### src/ses_pkg.sv
/*
 * shared constants and carriers for the shared error steering block.
 * assumes one core clock domain and at most 64 strands.
 */
package ses_pkg;

    // ==========================================================
    // handler field and sizes
    localparam int SES_ID_W = 6;
    localparam int SES_MAX_STRANDS = 64;
    localparam int SES_CODE_W = 8;
    localparam int SES_ASI_W = 8;
    localparam int SES_VA_W = 16;
    localparam int SES_DATA_W = 64;
    localparam logic [SES_ID_W-1:0] SES_HANDLER_RST = 6'h00;

    // ==========================================================
    // alternate-space location of the steering register
    localparam logic [SES_ASI_W-1:0] SES_STEER_ASI = 8'h5a;
    localparam logic [SES_VA_W-1:0] SES_STEER_VA = 16'h0040;

    // ==========================================================
    // carriers
    typedef struct packed {
        logic valid;
        logic shared;
        logic traceable;
        logic sync;
        logic [SES_ID_W-1:0] strand;
        logic [SES_CODE_W-1:0] code;
    } ses_err_type;

    typedef struct packed {
        logic sync;
        logic steered;
        logic [SES_CODE_W-1:0] code;
    } ses_rpt_type;

    typedef struct packed {
        logic valid;
        logic write;
        logic [SES_ASI_W-1:0] alternate_space_id;
        logic [SES_VA_W-1:0] va;
        logic [SES_DATA_W-1:0] wdata;
    } ses_asi_req_type;

    // ==========================================================
    // helpers
    function automatic logic [SES_ID_W-1:0] ses_lowest(
        input logic [SES_MAX_STRANDS-1:0] v);
        logic [SES_ID_W-1:0] r;
        r = SES_HANDLER_RST;
        for (int i = SES_MAX_STRANDS - 1; i >= 0; i--) begin
            if (v[i]) begin
                r = SES_ID_W'(i);
            end
        end
        return r;
    endfunction

    function automatic logic [SES_MAX_STRANDS-1:0] ses_onehot(
        input logic [SES_ID_W-1:0] n);
        logic [SES_MAX_STRANDS-1:0] r;
        r = '0;
        r[n] = 1'b1;
        return r;
    endfunction

endpackage

### src/ses_trap_hold.sv
/*
 * per-strand exception holding: a delivered error leaves an exception
 * pending until the strand is running, then one pulse is raised.
 * assumes parked status comes from logic on the same clock.
 */
`timescale 1ns/1ps
module ses_trap_hold #(
    parameter int N = 64
) (
    // clock and reset
    input wire logic clk,
    input wire logic rst_n,
    // control
    input wire logic [N-1:0] set,
    input wire logic [N-1:0] parked,
    // status
    output logic [N-1:0] pend,
    output logic [N-1:0] trap
);

    // ==========================================================
    // pending and firing
    logic [N-1:0] pend_ff;
    logic [N-1:0] trap_ff;
    logic [N-1:0] fire;
    logic [N-1:0] nxt_pend;

    // a parked strand keeps its exception until it runs again
    assign fire = pend_ff & ~parked;
    // a new delivery wins over the clear of a firing one
    assign nxt_pend = (pend_ff & ~fire) | set;

    always_ff @(posedge clk or negedge rst_n) begin
        if (!rst_n) begin
            pend_ff <= '0;
        end else begin
            pend_ff <= nxt_pend;
        end
    end

    always_ff @(posedge clk or negedge rst_n) begin
        if (!rst_n) begin
            trap_ff <= '0;
        end else begin
            trap_ff <= fire;
        end
    end

    assign pend = pend_ff;
    assign trap = trap_ff;

    // a firing strand with no fresh delivery must not fire again
    logic [N-1:0] fire_once;
    assign fire_once = fire & ~set;
endmodule // ses_trap_hold

### src/ses_error_steer.sv
/*
 * error steering for a multi_strand_chip: routes strand-specific errors
 * back to their strand and steers untraceable shared errors to the
 * strand named by error_handler_select, reached by alternate-space
 * loads and stores. assumes error, status and access inputs come from
 * logic on CLOCK, and a single steering register covers all strands.
 */
// What this block does
// - private errors go only to owning strand
// - traceable shared errors return to originating strand
// - untraceable shared errors use the steering path
// - record error, then raise exception, one strand
// - any sharing strand may be chosen handler
// - steered errors go to the named strand
// - record and exception on same target strand
// - handler chosen by encoded number, not mask
// - handler field six bits, fits top strand
// - steering register holds only the handler field
// - register read and written by alternate space
// - one common register covers all strands
// - unavailable target leaves enabled strands untouched
// - parked target gets report, traps after unpark
// - store takes effect before barrier completes
// - racing change: record and trap stay together
// - reset names lowest available or enabled strand
// - unimplemented upper handler bits read zero
`timescale 1ns/1ps
module ses_error_steer #(
    parameter int NUM_STRANDS = 64
) (
    // clock and reset
    input wire logic CLOCK,
    input wire logic RESET_N,
    input wire logic WARM_RESET,
    // error detection
    input wire ses_pkg::ses_err_type ERR_IN,
    // strand status
    input wire logic [NUM_STRANDS-1:0] STRAND_AVAILABLE,
    input wire logic [NUM_STRANDS-1:0] STRAND_ENABLE,
    input wire logic [NUM_STRANDS-1:0] STRAND_PARKED,
    // alternate-space access
    input wire ses_pkg::ses_asi_req_type ASI_REQ,
    output logic ASI_ACK,
    output logic [ses_pkg::SES_DATA_W-1:0] ASI_RDATA,
    // ordering barrier
    input wire logic BAR_REQ,
    output logic BAR_DONE,
    // strand reporting
    output logic [NUM_STRANDS-1:0] REPORT_VALID,
    output ses_pkg::ses_rpt_type REPORT_INFO,
    output logic [NUM_STRANDS-1:0] TRAP_REQ,
    output logic [ses_pkg::SES_ID_W-1:0] HANDLER
);

    // ==========================================================
    // sizes
    localparam int IMPL_W = (NUM_STRANDS > 1) ? $clog2(NUM_STRANDS) : 1;
    localparam int IDW = ses_pkg::SES_ID_W;
    localparam int MAXS = ses_pkg::SES_MAX_STRANDS;
    localparam logic [IDW:0] ID_SPAN = 7'h01 << IMPL_W;
    localparam logic [IDW-1:0] ID_MASK = IDW'(ID_SPAN - 7'h01);

    function automatic logic [NUM_STRANDS-1:0] onehot_n(
        input logic [IDW-1:0] s);
        logic [MAXS-1:0] w;
        w = ses_pkg::ses_onehot(s);
        return w[NUM_STRANDS-1:0];
    endfunction

    // ==========================================================
    // status widened to the full strand range
    logic [MAXS-1:0] avail_w;
    logic [MAXS-1:0] enab_w;

    always_comb begin
        avail_w = '0;
        enab_w = '0;
        avail_w[NUM_STRANDS-1:0] = STRAND_AVAILABLE;
        enab_w[NUM_STRANDS-1:0] = STRAND_ENABLE;
    end

    // ==========================================================
    // alternate-space decode
    logic asi_hit;
    logic wr_now;
    logic rd_now;

    always_comb begin
        asi_hit = 1'b0;
        if (ASI_REQ.alternate_space_id == ses_pkg::SES_STEER_ASI
            && ASI_REQ.va == ses_pkg::SES_STEER_VA) begin
            asi_hit = 1'b1;
        end
    end

    assign wr_now = ASI_REQ.valid & ASI_REQ.write & asi_hit;
    assign rd_now = ASI_REQ.valid & ~ASI_REQ.write & asi_hit;

    // ==========================================================
    // handler register
    logic [IDW-1:0] handler_ff;
    logic por_init_ff;
    logic wr_pend_ff;
    logic [IDW-1:0] wr_data_ff;

    always_ff @(posedge CLOCK or negedge RESET_N) begin
        if (!RESET_N) begin
            por_init_ff <= 1'b1;
        end else begin
            por_init_ff <= 1'b0;
        end
    end

    // stores are posted one cycle; the barrier waits them out
    always_ff @(posedge CLOCK or negedge RESET_N) begin
        if (!RESET_N) begin
            wr_pend_ff <= 1'b0;
            wr_data_ff <= ses_pkg::SES_HANDLER_RST;
        end else begin
            wr_pend_ff <= wr_now;
            if (wr_now) begin
                wr_data_ff <= ASI_REQ.wdata[IDW-1:0];
            end
        end
    end

    // reset value is caught after release, not under the reset
    always_ff @(posedge CLOCK or negedge RESET_N) begin
        if (!RESET_N) begin
            handler_ff <= ses_pkg::SES_HANDLER_RST;
        end else if (por_init_ff) begin
            handler_ff <= ses_pkg::ses_lowest(avail_w);
        end else if (WARM_RESET) begin
            handler_ff <= ses_pkg::ses_lowest(enab_w);
        end else if (wr_pend_ff) begin
            // only the encoded field is kept; upper bits drop
            handler_ff <= wr_data_ff & ID_MASK;
        end
    end

    // ==========================================================
    // read answer
    logic ack_ff;
    logic [ses_pkg::SES_DATA_W-1:0] rdata_ff;

    always_ff @(posedge CLOCK or negedge RESET_N) begin
        if (!RESET_N) begin
            ack_ff <= 1'b0;
            rdata_ff <= '0;
        end else begin
            ack_ff <= ASI_REQ.valid;
            rdata_ff <= '0;
            if (rd_now) begin
                rdata_ff[IDW-1:0] <= handler_ff & ID_MASK;
            end
        end
    end

    // ==========================================================
    // ordering barrier
    logic bar_wait_ff;
    logic bar_done_ff;
    logic bar_fin;

    assign bar_fin = bar_wait_ff & ~wr_pend_ff;

    always_ff @(posedge CLOCK or negedge RESET_N) begin
        if (!RESET_N) begin
            bar_wait_ff <= 1'b0;
        end else begin
            bar_wait_ff <= BAR_REQ | (bar_wait_ff & ~bar_fin);
        end
    end

    always_ff @(posedge CLOCK or negedge RESET_N) begin
        if (!RESET_N) begin
            bar_done_ff <= 1'b0;
        end else begin
            bar_done_ff <= bar_fin;
        end
    end

    // ==========================================================
    // error classification and routing
    logic steered;
    logic [IDW-1:0] target;
    logic deliver;
    logic [NUM_STRANDS-1:0] deliver_vec;

    // the handler is read once here and feeds record and trap alike
    assign steered = ERR_IN.valid & ERR_IN.shared
                     & ~ERR_IN.traceable;
    assign target = steered ? handler_ff
                    : ERR_IN.strand;
    // a disabled or missing target takes nothing; others untouched
    assign deliver = ERR_IN.valid & avail_w[target]
                     & enab_w[target];
    assign deliver_vec = deliver ? onehot_n(target) : '0;

    logic [NUM_STRANDS-1:0] report_valid_ff;
    ses_pkg::ses_rpt_type report_info_ff;

    // record goes out in the cycle the exception becomes pending
    always_ff @(posedge CLOCK or negedge RESET_N) begin
        if (!RESET_N) begin
            report_valid_ff <= '0;
        end else begin
            report_valid_ff <= deliver_vec;
        end
    end

    always_ff @(posedge CLOCK or negedge RESET_N) begin
        if (!RESET_N) begin
            report_info_ff <= '0;
        end else if (deliver) begin
            report_info_ff.sync <= ERR_IN.sync & ~steered;
            report_info_ff.steered <= steered;
            report_info_ff.code <= ERR_IN.code;
        end
    end

    // ==========================================================
    // exception holding per strand
    logic [NUM_STRANDS-1:0] trap_pend;
    logic [NUM_STRANDS-1:0] trap_req_w;

    ses_trap_hold #(
        .N(NUM_STRANDS)
    ) u_hold (
        .clk(CLOCK),
        .rst_n(RESET_N),
        .set(deliver_vec),
        .parked(STRAND_PARKED),
        .pend(trap_pend),
        .trap(trap_req_w)
    );

    // ==========================================================
    // outputs
    assign ASI_ACK = ack_ff;
    assign ASI_RDATA = rdata_ff;
    assign BAR_DONE = bar_done_ff;
    assign REPORT_VALID = report_valid_ff;
    assign REPORT_INFO = report_info_ff;
    assign TRAP_REQ = trap_req_w;
    assign HANDLER = handler_ff;
endmodule // ses_error_steer

### config.mk
export PLATFORM = sky130hd
export DESIGN_NAME = ses_error_steer
export DESIGN_NICKNAME = d
export VERILOG_FILES = /design/src/ses_pkg.sv /design/src/ses_trap_hold.sv /design/src/ses_error_steer.sv
export SDC_FILE = /design/constraint.sdc
export NUM_CORES = 1
export LEC_CHECK = 0
export CELL_PAD_IN_SITES_DETAIL_PLACEMENT = 1
export CELL_PAD_IN_SITES_GLOBAL_PLACEMENT = 2
export CORE_AREA = 2 2 201 203
export DETAILED_ROUTE_END_ITERATION = 7
export DIE_AREA = 0 0 203 205
export DONT_BUFFER_PORTS = 1
export GPL_TIMING_DRIVEN = 0
export PLACE_DENSITY = 0.69
export SLEW_MARGIN = 30
export SYNTH_ARGS = -nofsm -noshare
export SYNTH_HDL_FRONTEND = slang
export SYNTH_HIERARCHICAL = 1
export SYNTH_SLANG_ARGS = --single-unit
### constraint.sdc
create_clock -name CLOCK -period 3 [get_ports CLOCK]
set_clock_uncertainty 0.05 [all_clocks]
set_input_delay 0.3 -clock CLOCK [delete_from_list [all_inputs] [get_ports CLOCK]]
set_output_delay 0.3 -clock CLOCK [all_outputs]
set_load 0.01 [all_outputs]
=== Yosys cells after proc, flatten, opt, wreduce, memory -nomap -nowiden ===
Cells that the tools add are included.

* Magnitude comparators: 2
* Muxes and demuxes: 141
* Equal/unequal tests: 2
* Reduce and logical (&&, ||, !) cells: 3
* Bitwise logic cells: 22

{| class="wikitable"
|+ Operator list
! kind !! number
|-
| 6-bit two-way mux || 133
|-
| 64-bit AND || 2
|-
| 64-bit inverter || 2
|-
| 64-bit two-way mux || 1
|-
| 64-bit OR || 1
|-
| 16-bit by 7-bit equality test with 1-bit output (second input constant) || 1
|-
| 1-bit binary-select mux with 6-bit select || 2
|-
| 1-bit AND || 11
|-
| 8-bit by 7-bit equality test with 1-bit output (second input constant) || 1
|-
| 6-bit by 7-bit less-than comparator with 1-bit output (second input constant) || 1
|-
| 1-bit demux with 6-bit select || 1
|-
| 6-bit by 1-bit greater-or-equal comparator with 1-bit output (second input constant) || 1
|-
| 1-bit inverter || 5
|-
| 1-bit two-way mux || 4
|-
| 3-bit nonzero test || 1
|-
| 1-bit logical AND || 2
|-
| 1-bit OR || 1
|}

* Input port bits: 304
* Bits in registers: 225

=== Longest topological paths before layout ===
Gate-level depths: netlist of the first run.

* Word-level depth: 66
* Depth in mapped cells: 12
* Gate-level depth less buffers: 9

=== By module ===
Netlist of the first run, hierarchy kept.

{| class="wikitable"
|+ Modules (own cells, without submodules)
! module !! cells an instance !! area each (um^2) !! seq. area each (um^2) !! instances
|-
| ses_error_steer || 795 || 6478.7 || 2428.6 || 1
|-
| ses_trap_hold || 256 || 4301.6 || 3203.1 || 1
|}

=== Worst setup path before layout of the first run ===
Ideal clock, no wire load.

* Path type: reg-to-reg
* From: reg handler_ff[1], in the netlist HANDLER[1]
* To: reg report_info_ff (netlist bit REPORT_INFO[0])
* Required time: 2822 ps
* Library setup time: 128 ps
* Buffers on the path: 3
* Path slack: 189 ps
* Stages on the path, launching flop included: 12
* Arrival: 2633 ps
* Path through: dfrtp_1 > buf_2 > clkbuf_1 > nor3b_1 > mux2i_1 > nor2_1 > nor4_1 > a41oi_1 > a2111oi_4 > and2_1 > buf_4 > mux2_1

* Longest elaborated chain between the ends: 5
* Elaborated cells on any way between the ends: 7
* Those cells by class: 5 x mux; 2 x bitwise

{| class="wikitable"
|+ Ends and longest elaborated chain
! element !! RTL line !! text
|-
| start, declared || ses_error_steer.sv:101 || <nowiki>logic [IDW-1:0] handler_ff;</nowiki>
|-
| start signal, assigned || ses_error_steer.sv:130 || <nowiki>handler_ff <= ses_pkg::SES_HANDLER_RST;</nowiki>
|-
| start signal, assigned || ses_error_steer.sv:132 || <nowiki>handler_ff <= ses_pkg::ses_lowest(avail_w);</nowiki>
|-
| start signal, assigned || ses_error_steer.sv:134 || <nowiki>handler_ff <= ses_pkg::ses_lowest(enab_w);</nowiki>
|-
| 6-bit two-way mux * || ses_error_steer.sv:193 || <nowiki>assign target = steered ? handler_ff</nowiki>
|-
| 1-bit binary-select mux with 6-bit select || ses_error_steer.sv:196 || <nowiki>assign deliver = ERR_IN.valid & avail_w[target]</nowiki>
|-
| 1-bit two-way mux (implied by the code) || ses_error_steer.sv:196 ||
|-
| 1-bit AND || ses_error_steer.sv:196 ||
|-
| 1-bit AND * || ses_error_steer.sv:197 || <nowiki>& enab_w[target];</nowiki>
|-
| end, declared || ses_error_steer.sv:201 || <nowiki>ses_pkg::ses_rpt_type report_info_ff;</nowiki>
|}

Every way passes the cells marked *; elsewhere a longest branch is shown, timed or not. The select of a mux whose other input is x is not followed.
A chain may end at the register's enable or synchronous reset.

=== Worst setup path after layout of the first run ===
* From: reg handler_ff[1], in the netlist HANDLER[1]
* To: reg report_info_ff (netlist bit REPORT_INFO[6])

Same word-level chain as after synthesis.

==> flow_metrics.tcl, run 1 <==
set metrics [dict create \
    place_area_sq_um 11700 \
    tightest_slew_ps 920 \
    power.share.switching_pct 25.8 \
    portBuffers 0 \
    drc 0 \
    ios 514 \
    crit_required_ps 3370 \
    async_flop_share_pct 100 \
    tritoncts "done" \
    dr_total_vias 9116 \
    die_y_um 205 \
    startpoint_type "flop" \
    worst_path_max_delay_cell "dfrtp_2" \
    wl_met2_mm 22.5 \
    design_area_sq_um 14600 \
    via_per_inst 5.02 \
    grt_pass1_vias 9977 \
    highest_layer "met4" \
    start_util_pct 27.4 \
    fin_hold_ws_ps -569 \
    clockBufferDepth 3 \
    clock.fmax_ghz 0.327 \
    endpoint_kind "flop" \
    p_total_mw 7.05 \
    yosysTopAreaCell "dfrtp_1" \
    crit_type "reg -> reg" \
    dp_hpwl_mm 32.0 \
    leakagePower_nw 6.98 \
    wl_per_cell_um 24.3 \
    dieWidth_um 203 \
    post-route-period-util_pct 102 \
    synth_edf_count 0 \
    met1_length_mm 17.1 \
    hold_buffers 92 \
    wl_met3_mm 3.43 \
    drt-pass1-iter-count 4 \
    final-setup-viol-count 14 \
    clock_sinks 225 \
    netlist_top_cells_area "dfrtp_1 (52%), nor2_1 (5.2%), a21o_2 (4.7%), and2b_2 (4.7%), buf_4 (4.2%)" \
    maxSlewViolCount 0 \
    place_congestion 0.854 \
    irDropWorstVdd_mv 0.264 \
    relSlewSlack_pct 36.9 \
    p_comb_share_pct 14.2 \
    numCtsBuffers 24 \
    finalWirelength_mm 44.1 \
    status "complete, but fails checks" \
    drtAntennaViolNets 0 \
    cts_htree_levels 1 \
    grt_pass1_wl_mm 63.4 \
    violations "hold timing, setup timing" \
    drv_cap 0 \
    power_frac_seq_pct 45.6 \
    grtUsageTotal_pct 20.3 \
    clock-root-buffer "clkbuf_16" \
    diodes 0 \
    crit_chain "buf_6 > clkbuf_16 > nor3b_4 > mux2i_4 > buf_6 > buf_4 > a21oi_1 > nor3_1 > nand3_2 > a32oi_4 > and2_4 > buf_6 > mux2_4" \
    yosysMostFrequentCell "dfrtp_1" \
    crit_path_frequent_cell "buf_6" \
    fin_crit_ps 3060 \
    clkTransAtPathRegs_ps 60 \
    hold_viol 225 \
    power_per_cell_area_nw_per_um2 482 \
    p_int_mw 5.24 \
    critPathMaxStageDelay_ps 460 \
    power_switching_mw 1.82 \
    hold_path.class "in -> async" \
    drive_gt1_share_pct 31.5 \
    dieArea_sq_um 41600 \
    grt-ovfl-total 0 \
    synth_cell_type_count 63 \
    clk_latency_ps 530 \
    setup_ws_ps -59.0 \
    rows 73 \
    ys_top_cells_by_count "dfrtp_1 (224), nor2_1 (149), a21oi_1 (71)" \
    grt_max_degree 226 \
    syn-mean-instance-area_sq_um 10.3 \
    synth_top_area_share_pct 52.0 \
    netlist_area_sq_um 10800 \
    synth-main-ff-cell "dfrtp_1" \
    cp_max_fo 5 \
    flow.area_growth_from_synthesis_pct 35.8 \
    crit_arrival_ps 3430 \
    ys_seq_area_share_pct 52.2 \
    yosysWarnings 6 \
    ys_seq_elements 225 \
    antenna_found_initial 0 \
    netlist_instances 1051 \
    pwr-share-clk_pct 40.2 \
    rsz0062_at_grt "true" \
    nets 1580 \
    drtIter0Drc 370 \
    core_sq_um 39400 \
]
==> power groups by stage <==
stage / Sequential, mW / Combinational, mW / Clock (mW)
floorplan: 3.23 / 0.437 / 0
global placement: 3.26 / 0.596 / 0
detailed placement: 3.26 / 0.609 / 0
CTS: 3.21 / 0.938 / 2.92
global route: 3.22 / 1.07 / 3.02
finish: 3.21 / 1.00 / 2.83
==> placed cells by master, fill, tap and decap left out, types with 35 or more instances in the layout <==
cell type and n:
buf_4 85, dlygate4sd3_1 92, a21oi_1 62, and2b_2 58, nor2_1 92, nor2_2 35, nand2_1 47, conb_1 59
dfrtp_1 221, a21o_2 59
==> path summary, 6_finish.rpt <==
check | start | endpoint | slack (ps) | cells after the start
hold reg to reg | u_hold/pend[63] | u_hold/pend[63] | 420 | 1
max in group asynchronous | RESET_N | por_init_ff | 3130 | 0
hold / removal | RESET_N | REPORT_VALID[15] | -570 | 0
setup / recovery | HANDLER[1] | REPORT_INFO[6] | -60 | 13
min in group CLOCK | STRAND_ENABLE[1] | HANDLER[0] | 50 | 3
setup reg to reg | HANDLER[1] | REPORT_INFO[6] | -60 | 13
==> repair_timing <==
item / 4_1_cts / 5_1_grt
resized for setup: 148 / 67
setup buffers: 43 / 1
hold endpoints to repair: 382 / 225
pin swaps: 15 / 9
gates cloned: 5 / 0
setup endpoints to repair: 138 / 123
==> through the flow <==
step                TNS [ps]  utilization (%)  setup slack, ps  hold slack [ps]  instances
floorplan                  0                -              189            -45.6       1109
global placement     -282390             29.6            -2390            -41.2       1634
detailed placement   -223090             29.7            -1930            -41.1       1634
CTS                     -207             36.4            -27.7             -607       1815
global route           -3700             37.2            -98.1             -606       1816
finish                  -443             37.2            -59.0             -569       1816
==> cells by family (layout without fill, tap and decap cells) <==
| group | after synthesis | in the layout | synth area share (%) |
|---|---|---|---|
| AND/OR/NAND/NOR | 422 | 422 | 21.2 |
| AO/OA/AOI/OAI | 253 | 253 | 16.4 |
| flip-flops | 225 | 225 | 52.2 |
| buffers and inverters | 111 | 293 | 6.10 |
| multiplexers | 39 | 39 | 4.00 |
| other | 1 | 59 | 0.0348 |
==> state kept, by name (all words and copies together) (netlist names), 6 cells and up <==
| name | count |
|---|---|
| ASI_RDATA | 6 |
| HANDLER | 6 |
| REPORT_INFO | 10 |
| REPORT_VALID | 64 |
| u_hold/pend | 64 |
| u_hold/trap | 64 |
| wr_data_ff | 6 |
==> worst max-delay path: cells and delay by family, from the launching register on <==
kind            cells  cell delay (ps)
simple gates        4              850
buf+inv             5              700
flops               1              460
mux                 2              480
compound gates      2              390
==> layout make-up <==
type	count	area [sq um]
Fill cell	4380	24700
Sequential cell	225	5640
Multi-Input combinational cell	773	5360
Timing Repair Buffer	141	1460
Clock buffer	35	702
Tap cell	525	657
Buffer	77	652
Inverter	34	128
Clock inverter	6	48.8
==> routing by layer <==
| layer | vias up | track usage, % |
|---|---|---|
| met4 | 0 | 6.47 |
| met2 | 403 | 37.0 |
| met5 | - | 0 |
| met3 | 72 | 5.19 |
| li1 | 4077 | - |
| met1 | 4564 | 23.1 |
(Power assumes the default switching activity.)
==> run 2: changes to the inputs <==
Settings changed: REMOVE_ABC_BUFFERS set to 1.
==> flow_metrics.tcl, run 2 (synthesized netlist as in run 1, its figures left out) <==
set metrics [dict create \
    flow.area_growth_from_synthesis_pct 29.7 \
    via_per_inst 5.11 \
    grt_max_degree 226 \
    fin_crit_ps 3140 \
    status "complete, but fails checks" \
    violations "hold timing, setup timing" \
    grt_pass1_wl_mm 61.5 \
    start_util_pct 27.4 \
    dr_total_vias 8827 \
    rows 73 \
    die_y_um 205 \
    relSlewSlack_pct 39.3 \
    r2r_slack_ps -140 \
    final_common_cell "dfrtp_1" \
    fin_hold_ws_ps -566 \
    clock.fmax_ghz 0.319 \
    hold_buffers 88 \
    tightest_slew_ps 903 \
    crit_required_ps 3400 \
    p_total_mw 6.97 \
    reg2regPathDepth 12 \
    maxSlewViolCount 0 \
    grt-ovfl-total 0 \
    fillCellCount 4362 \
    portBuffers 0 \
    endpoint_kind "flop" \
    clock-root-buffer "clkbuf_16" \
    dp_hpwl_mm 31.8 \
    nets 1491 \
    clockBufferDepth 3 \
    timing.rr.start "HANDLER[0]" \
    setup_ws_ps -138 \
    clk_latency_ps 510 \
    design_area_sq_um 14000 \
    drc 0 \
    multi_input_area_sq_um 5360 \
    leakagePower_nw 6.48 \
    drtAntennaViolNets 0 \
    startpoint_type "flop" \
    dieArea_sq_um 41600 \
    drt-pass1-iter-count 5 \
    place_congestion 0.906 \
    layoutNonFillerInstCount 1729 \
    drtIter0Drc 502 \
    final-setup-viol-count 83 \
    cp_max_fo 8 \
    wl_per_cell_um 25.5 \
    core_sq_um 39400 \
    final-seq-area_sq_um 5640 \
    grtUsageTotal_pct 19.8 \
    crit_end "u_hold/pend[37]" \
    diodes 0 \
    finalWirelength_mm 44.0 \
    drv_cap 0 \
    cts_htree_levels 1 \
    ios 514 \
    crit_path_start "HANDLER[0]" \
    final_cell_mix "dfrtp_1 (221), nor2_1 (91), dlygate4sd3_1 (88)" \
    drive_gt1_share_pct 25.5 \
    clock_sinks 225 \
    dp_cells 1563 \
    fin_util_pct 35.5 \
    post-route-period-util_pct 105 \
    rsz0062_at_grt "true" \
    clkTransAtPathRegs_ps 60 \
    power_per_cell_area_nw_per_um2 499 \
    numCtsBuffers 23 \
    tritoncts "done" \
    irDropWorstVdd_mv 0.221 \
    worstReg2RegEnd "u_hold/pend[37]" \
    crit_arrival_ps 3540 \
    antenna_found_initial 0 \
    grt_pass1_vias 9313 \
    crit_type "reg -> reg" \
    place_area_sq_um 11200 \
    hold_path.class "in -> async" \
    hold_viol 225 \
    dieWidth_um 203 \
]
[run 2: changes by cell type in the layout (fill, tap and decap cells not counted), sizes merged]
cell	change
buf	-81
bufinv	+1
clkbuf	-4
clkinv	-4
clkinvlp	+4
dlygate4sd3	-4
inv	+1
[run 2: through the flow]
| step | hold WS [ps] | setup slack [ps] | setup TNS (ps) |
|---|---|---|---|
| finish | -566 | -138 | -4310 |
| global route | -598 | -222 | -12440 |
| CTS | -593 | -77.2 | -1200 |
| detailed placement | -40.6 | -1690 | -185340 |
| global placement | -40.8 | -3080 | -380230 |
| floorplan | -45.6 | -457 | -41480 |
[run 2: final cells by class]
type | instances | area share, %
Clock buffer | 34 | 4.99
Inverter | 34 | 0.913
Timing Repair Buffer | 130 | 10.1
Sequential cell | 225 | 40.4
Multi-Input combinational cell | 773 | 38.4
Clock inverter | 8 | 0.609
Tap cell | 525 | 4.70
[run 2: critical path, cell delays in order, from the launching register on]
cell and delay [ps]:
dfrtp_4 520, and4b_2 340, a21o_2 260, a211oi_1 110, o32ai_1 390, a41oi_1 220
a2111oi_4 250, buf_6 190, buf_6 110, nand3_4 130, buf_12 250, nor2_4 120
a21o_2 100
[run 2: power by group]
part	total [mW]	switching (mW)	leakage, nW	internal (mW)
logic	0.849	0.469	3.01	0.380
clock network	2.91	1.20	0.374	1.71
registers	3.21	0.0988	3.10	3.11
[run 2: how the worst min path moves through the flow]
stage / depth (start not counted) / slack (ps) / startpoint / endpoint
final: 0 / -570 / RESET_N / REPORT_VALID[11]
after global routing: 0 / -600 / RESET_N / u_hold/trap[11]
after CTS: 0 / -590 / RESET_N / u_hold/trap[18]
after detailed placement: 0 / -40 / RESET_N / u_hold/trap[3]
after global placement: 0 / -40 / RESET_N / REPORT_VALID[2]
after floorplan: 0 / -50 / RESET_N / ASI_ACK
[run 2: what timing repair did]
item | 4_1_cts | 5_1_grt
setup endpoints to repair | 138 | 136
pin swaps | 12 | 11
resized for setup | 117 | 63
buffers inserted | 30 | 2
hold endpoints to repair | 382 | 225
gates cloned | 1 | 3
[run 2: metal layers]
layer | track usage (%) | part of all wire [%] | vias to the layer above
met2 | 35.8 | 51 | 363
li1 | - | - | 3896
met5 | 0 | 0 | -
met1 | 22.8 | 39 | 4492
met3 | 4.92 | 6.8 | 76
met4 | 6.44 | 2.8 | 0
==> run 3: changes to the inputs <==
Settings changed: TNS_END_PERCENT set to 1.
==> flow_metrics.tcl, run 3 (synthesized netlist as in run 1, its figures left out) <==
set metrics [dict create \
    status "complete, but fails checks" \
    violations "hold timing, setup timing" \
    dieWidth_um 203 \
    final_common_cell "dfrtp_1" \
    maxSlewViolCount 0 \
    clock-root-buffer "clkbuf_16" \
    diodes 0 \
    start_util_pct 27.4 \
    timing.rr.start "HANDLER[0]" \
    via_per_inst 5.09 \
    finalWirelength_mm 42.9 \
    portBuffers 0 \
    drtIter0Drc 543 \
    antenna_found_initial 0 \
    drive_gt1_share_pct 25.5 \
    drtAntennaViolNets 0 \
    post-route-period-util_pct 107 \
    die_y_um 205 \
    fillCellCount 4373 \
    drc 0 \
    ios 514 \
    flow.area_growth_from_synthesis_pct 28.6 \
    final_cell_mix "dfrtp_1 (221), nor2_1 (96), dlygate4sd3_1 (88)" \
    irDropWorstVdd_mv 0.221 \
    dieArea_sq_um 41600 \
    crit_required_ps 3400 \
    final-setup-viol-count 107 \
    grtUsageTotal_pct 19.8 \
    clock.fmax_ghz 0.312 \
    clk_latency_ps 510 \
    layoutNonFillerInstCount 1727 \
    crit_path_start "HANDLER[0]" \
    fin_crit_ps 3210 \
    dp_hpwl_mm 31.8 \
    place_congestion 0.906 \
    tritoncts "done" \
    drv_cap 0 \
    clockBufferDepth 3 \
    cp_max_fo 8 \
    design_area_sq_um 13900 \
    grt_pass1_vias 9362 \
    relSlewSlack_pct 38.5 \
    r2r_slack_ps -210 \
    dr_total_vias 8793 \
    crit_type "reg -> reg" \
    startpoint_type "flop" \
    grt_max_degree 226 \
    rows 73 \
    hold_path.class "in -> async" \
    core_sq_um 39400 \
    setup_ws_ps -206 \
    fin_util_pct 35.2 \
    crit_arrival_ps 3610 \
    finalSetupTns_ps -10760 \
    grt-ovfl-total 0 \
    rsz0062_at_grt "true" \
    endpoint_kind "flop" \
    fin_hold_ws_ps -565 \
    clkTransAtPathRegs_ps 60 \
    hold_buffers 88 \
    nets 1489 \
    hold_viol 225 \
    grt_pass1_wl_mm 61.6 \
    clock_sinks 225 \
    leakagePower_nw 6.45 \
    dp_cells 1563 \
    cts_htree_levels 1 \
    drt-pass1-iter-count 5 \
    place_area_sq_um 11200 \
    tightest_slew_ps 914 \
    wl_per_cell_um 24.8 \
    numCtsBuffers 23 \
    power_per_cell_area_nw_per_um2 501 \
]
[run 3: changes by cell type in the layout (fill, tap and decap cells not counted), sizes merged]
cell / before / now
clkbuf: 37 / 34
buf: 39 / 40
[run 3: timing repair]
action	in CTS	in global routing
gates cloned	1	0
buffers inserted	28	6
pin swaps	13	8
endpoints found under the setup margin	138	128
gates resized for setup	119	50
hold endpoints to repair	382	225
[run 3: through the flow]
step | power, mW | setup slack [ps]
after global routing | 7.20 | -265
after detailed placement | 3.80 | -1690
after CTS | 6.97 | -77.2
final | 6.94 | -206
after floorplan | 3.60 | -457
after global placement | 3.77 | -3080
[run 3: final cells by class]
class | count | area (sq um) | share of cell area (%)
sequential | 225 | 5640 | 40.7
inverter | 34 | 128 | 0.920
tap | 525 | 657 | 4.74
multi-input combinational | 773 | 5330 | 38.4
clock inverter | 8 | 85.1 | 0.614
timing repair buffer | 128 | 1330 | 9.59
clock buffer | 34 | 697 | 5.03
[run 3: where the power goes]
part / switching [mW] / internal, mW / leakage [nW]
logic: 0.458 / 0.375 / 2.98
clock network: 1.19 / 1.71 / 0.374
registers: 0.0984 / 3.11 / 3.10
[run 3: worst max-delay path, stage by stage, from the launching register on]
cell	delay [ps]
dfrtp_4	560
buf_6	160
nor3b_4	150
mux2i_4	310
buf_6	150
a21oi_2	30
nor4_2	380
a41oi_2	190
a2111oi_4	240
buf_6	190
buf_6	110
nand3_4	130
buf_12	260
nor2_4	120
a21o_2	100
[run 3: final timing paths]
check / depth (start not counted) / to
worst max-delay path: 14 / u_hold/pend[40]
worst min-delay path: 0 / REPORT_VALID[11]
worst max register to register: 14 / u_hold/pend[40]
worst min register to register: 1 / u_hold/pend[1]
max in group asynchronous: 0 / u_hold/pend[16]
min in group CLOCK: 3 / HANDLER[1]
[run 3: layer usage]
layer / routed length (um) / global-route usage, % / share of wire, % / vias up
met2: 21800 / 35.8 / 51 / 397
met3: 3230 / 4.98 / 7.5 / 77
met4: 1320 / 6.47 / 3.1 / 0
met1: 16600 / 22.8 / 39 / 4432
li1: - / - / - / 3887
met5: 0 / 0 / 0 / -
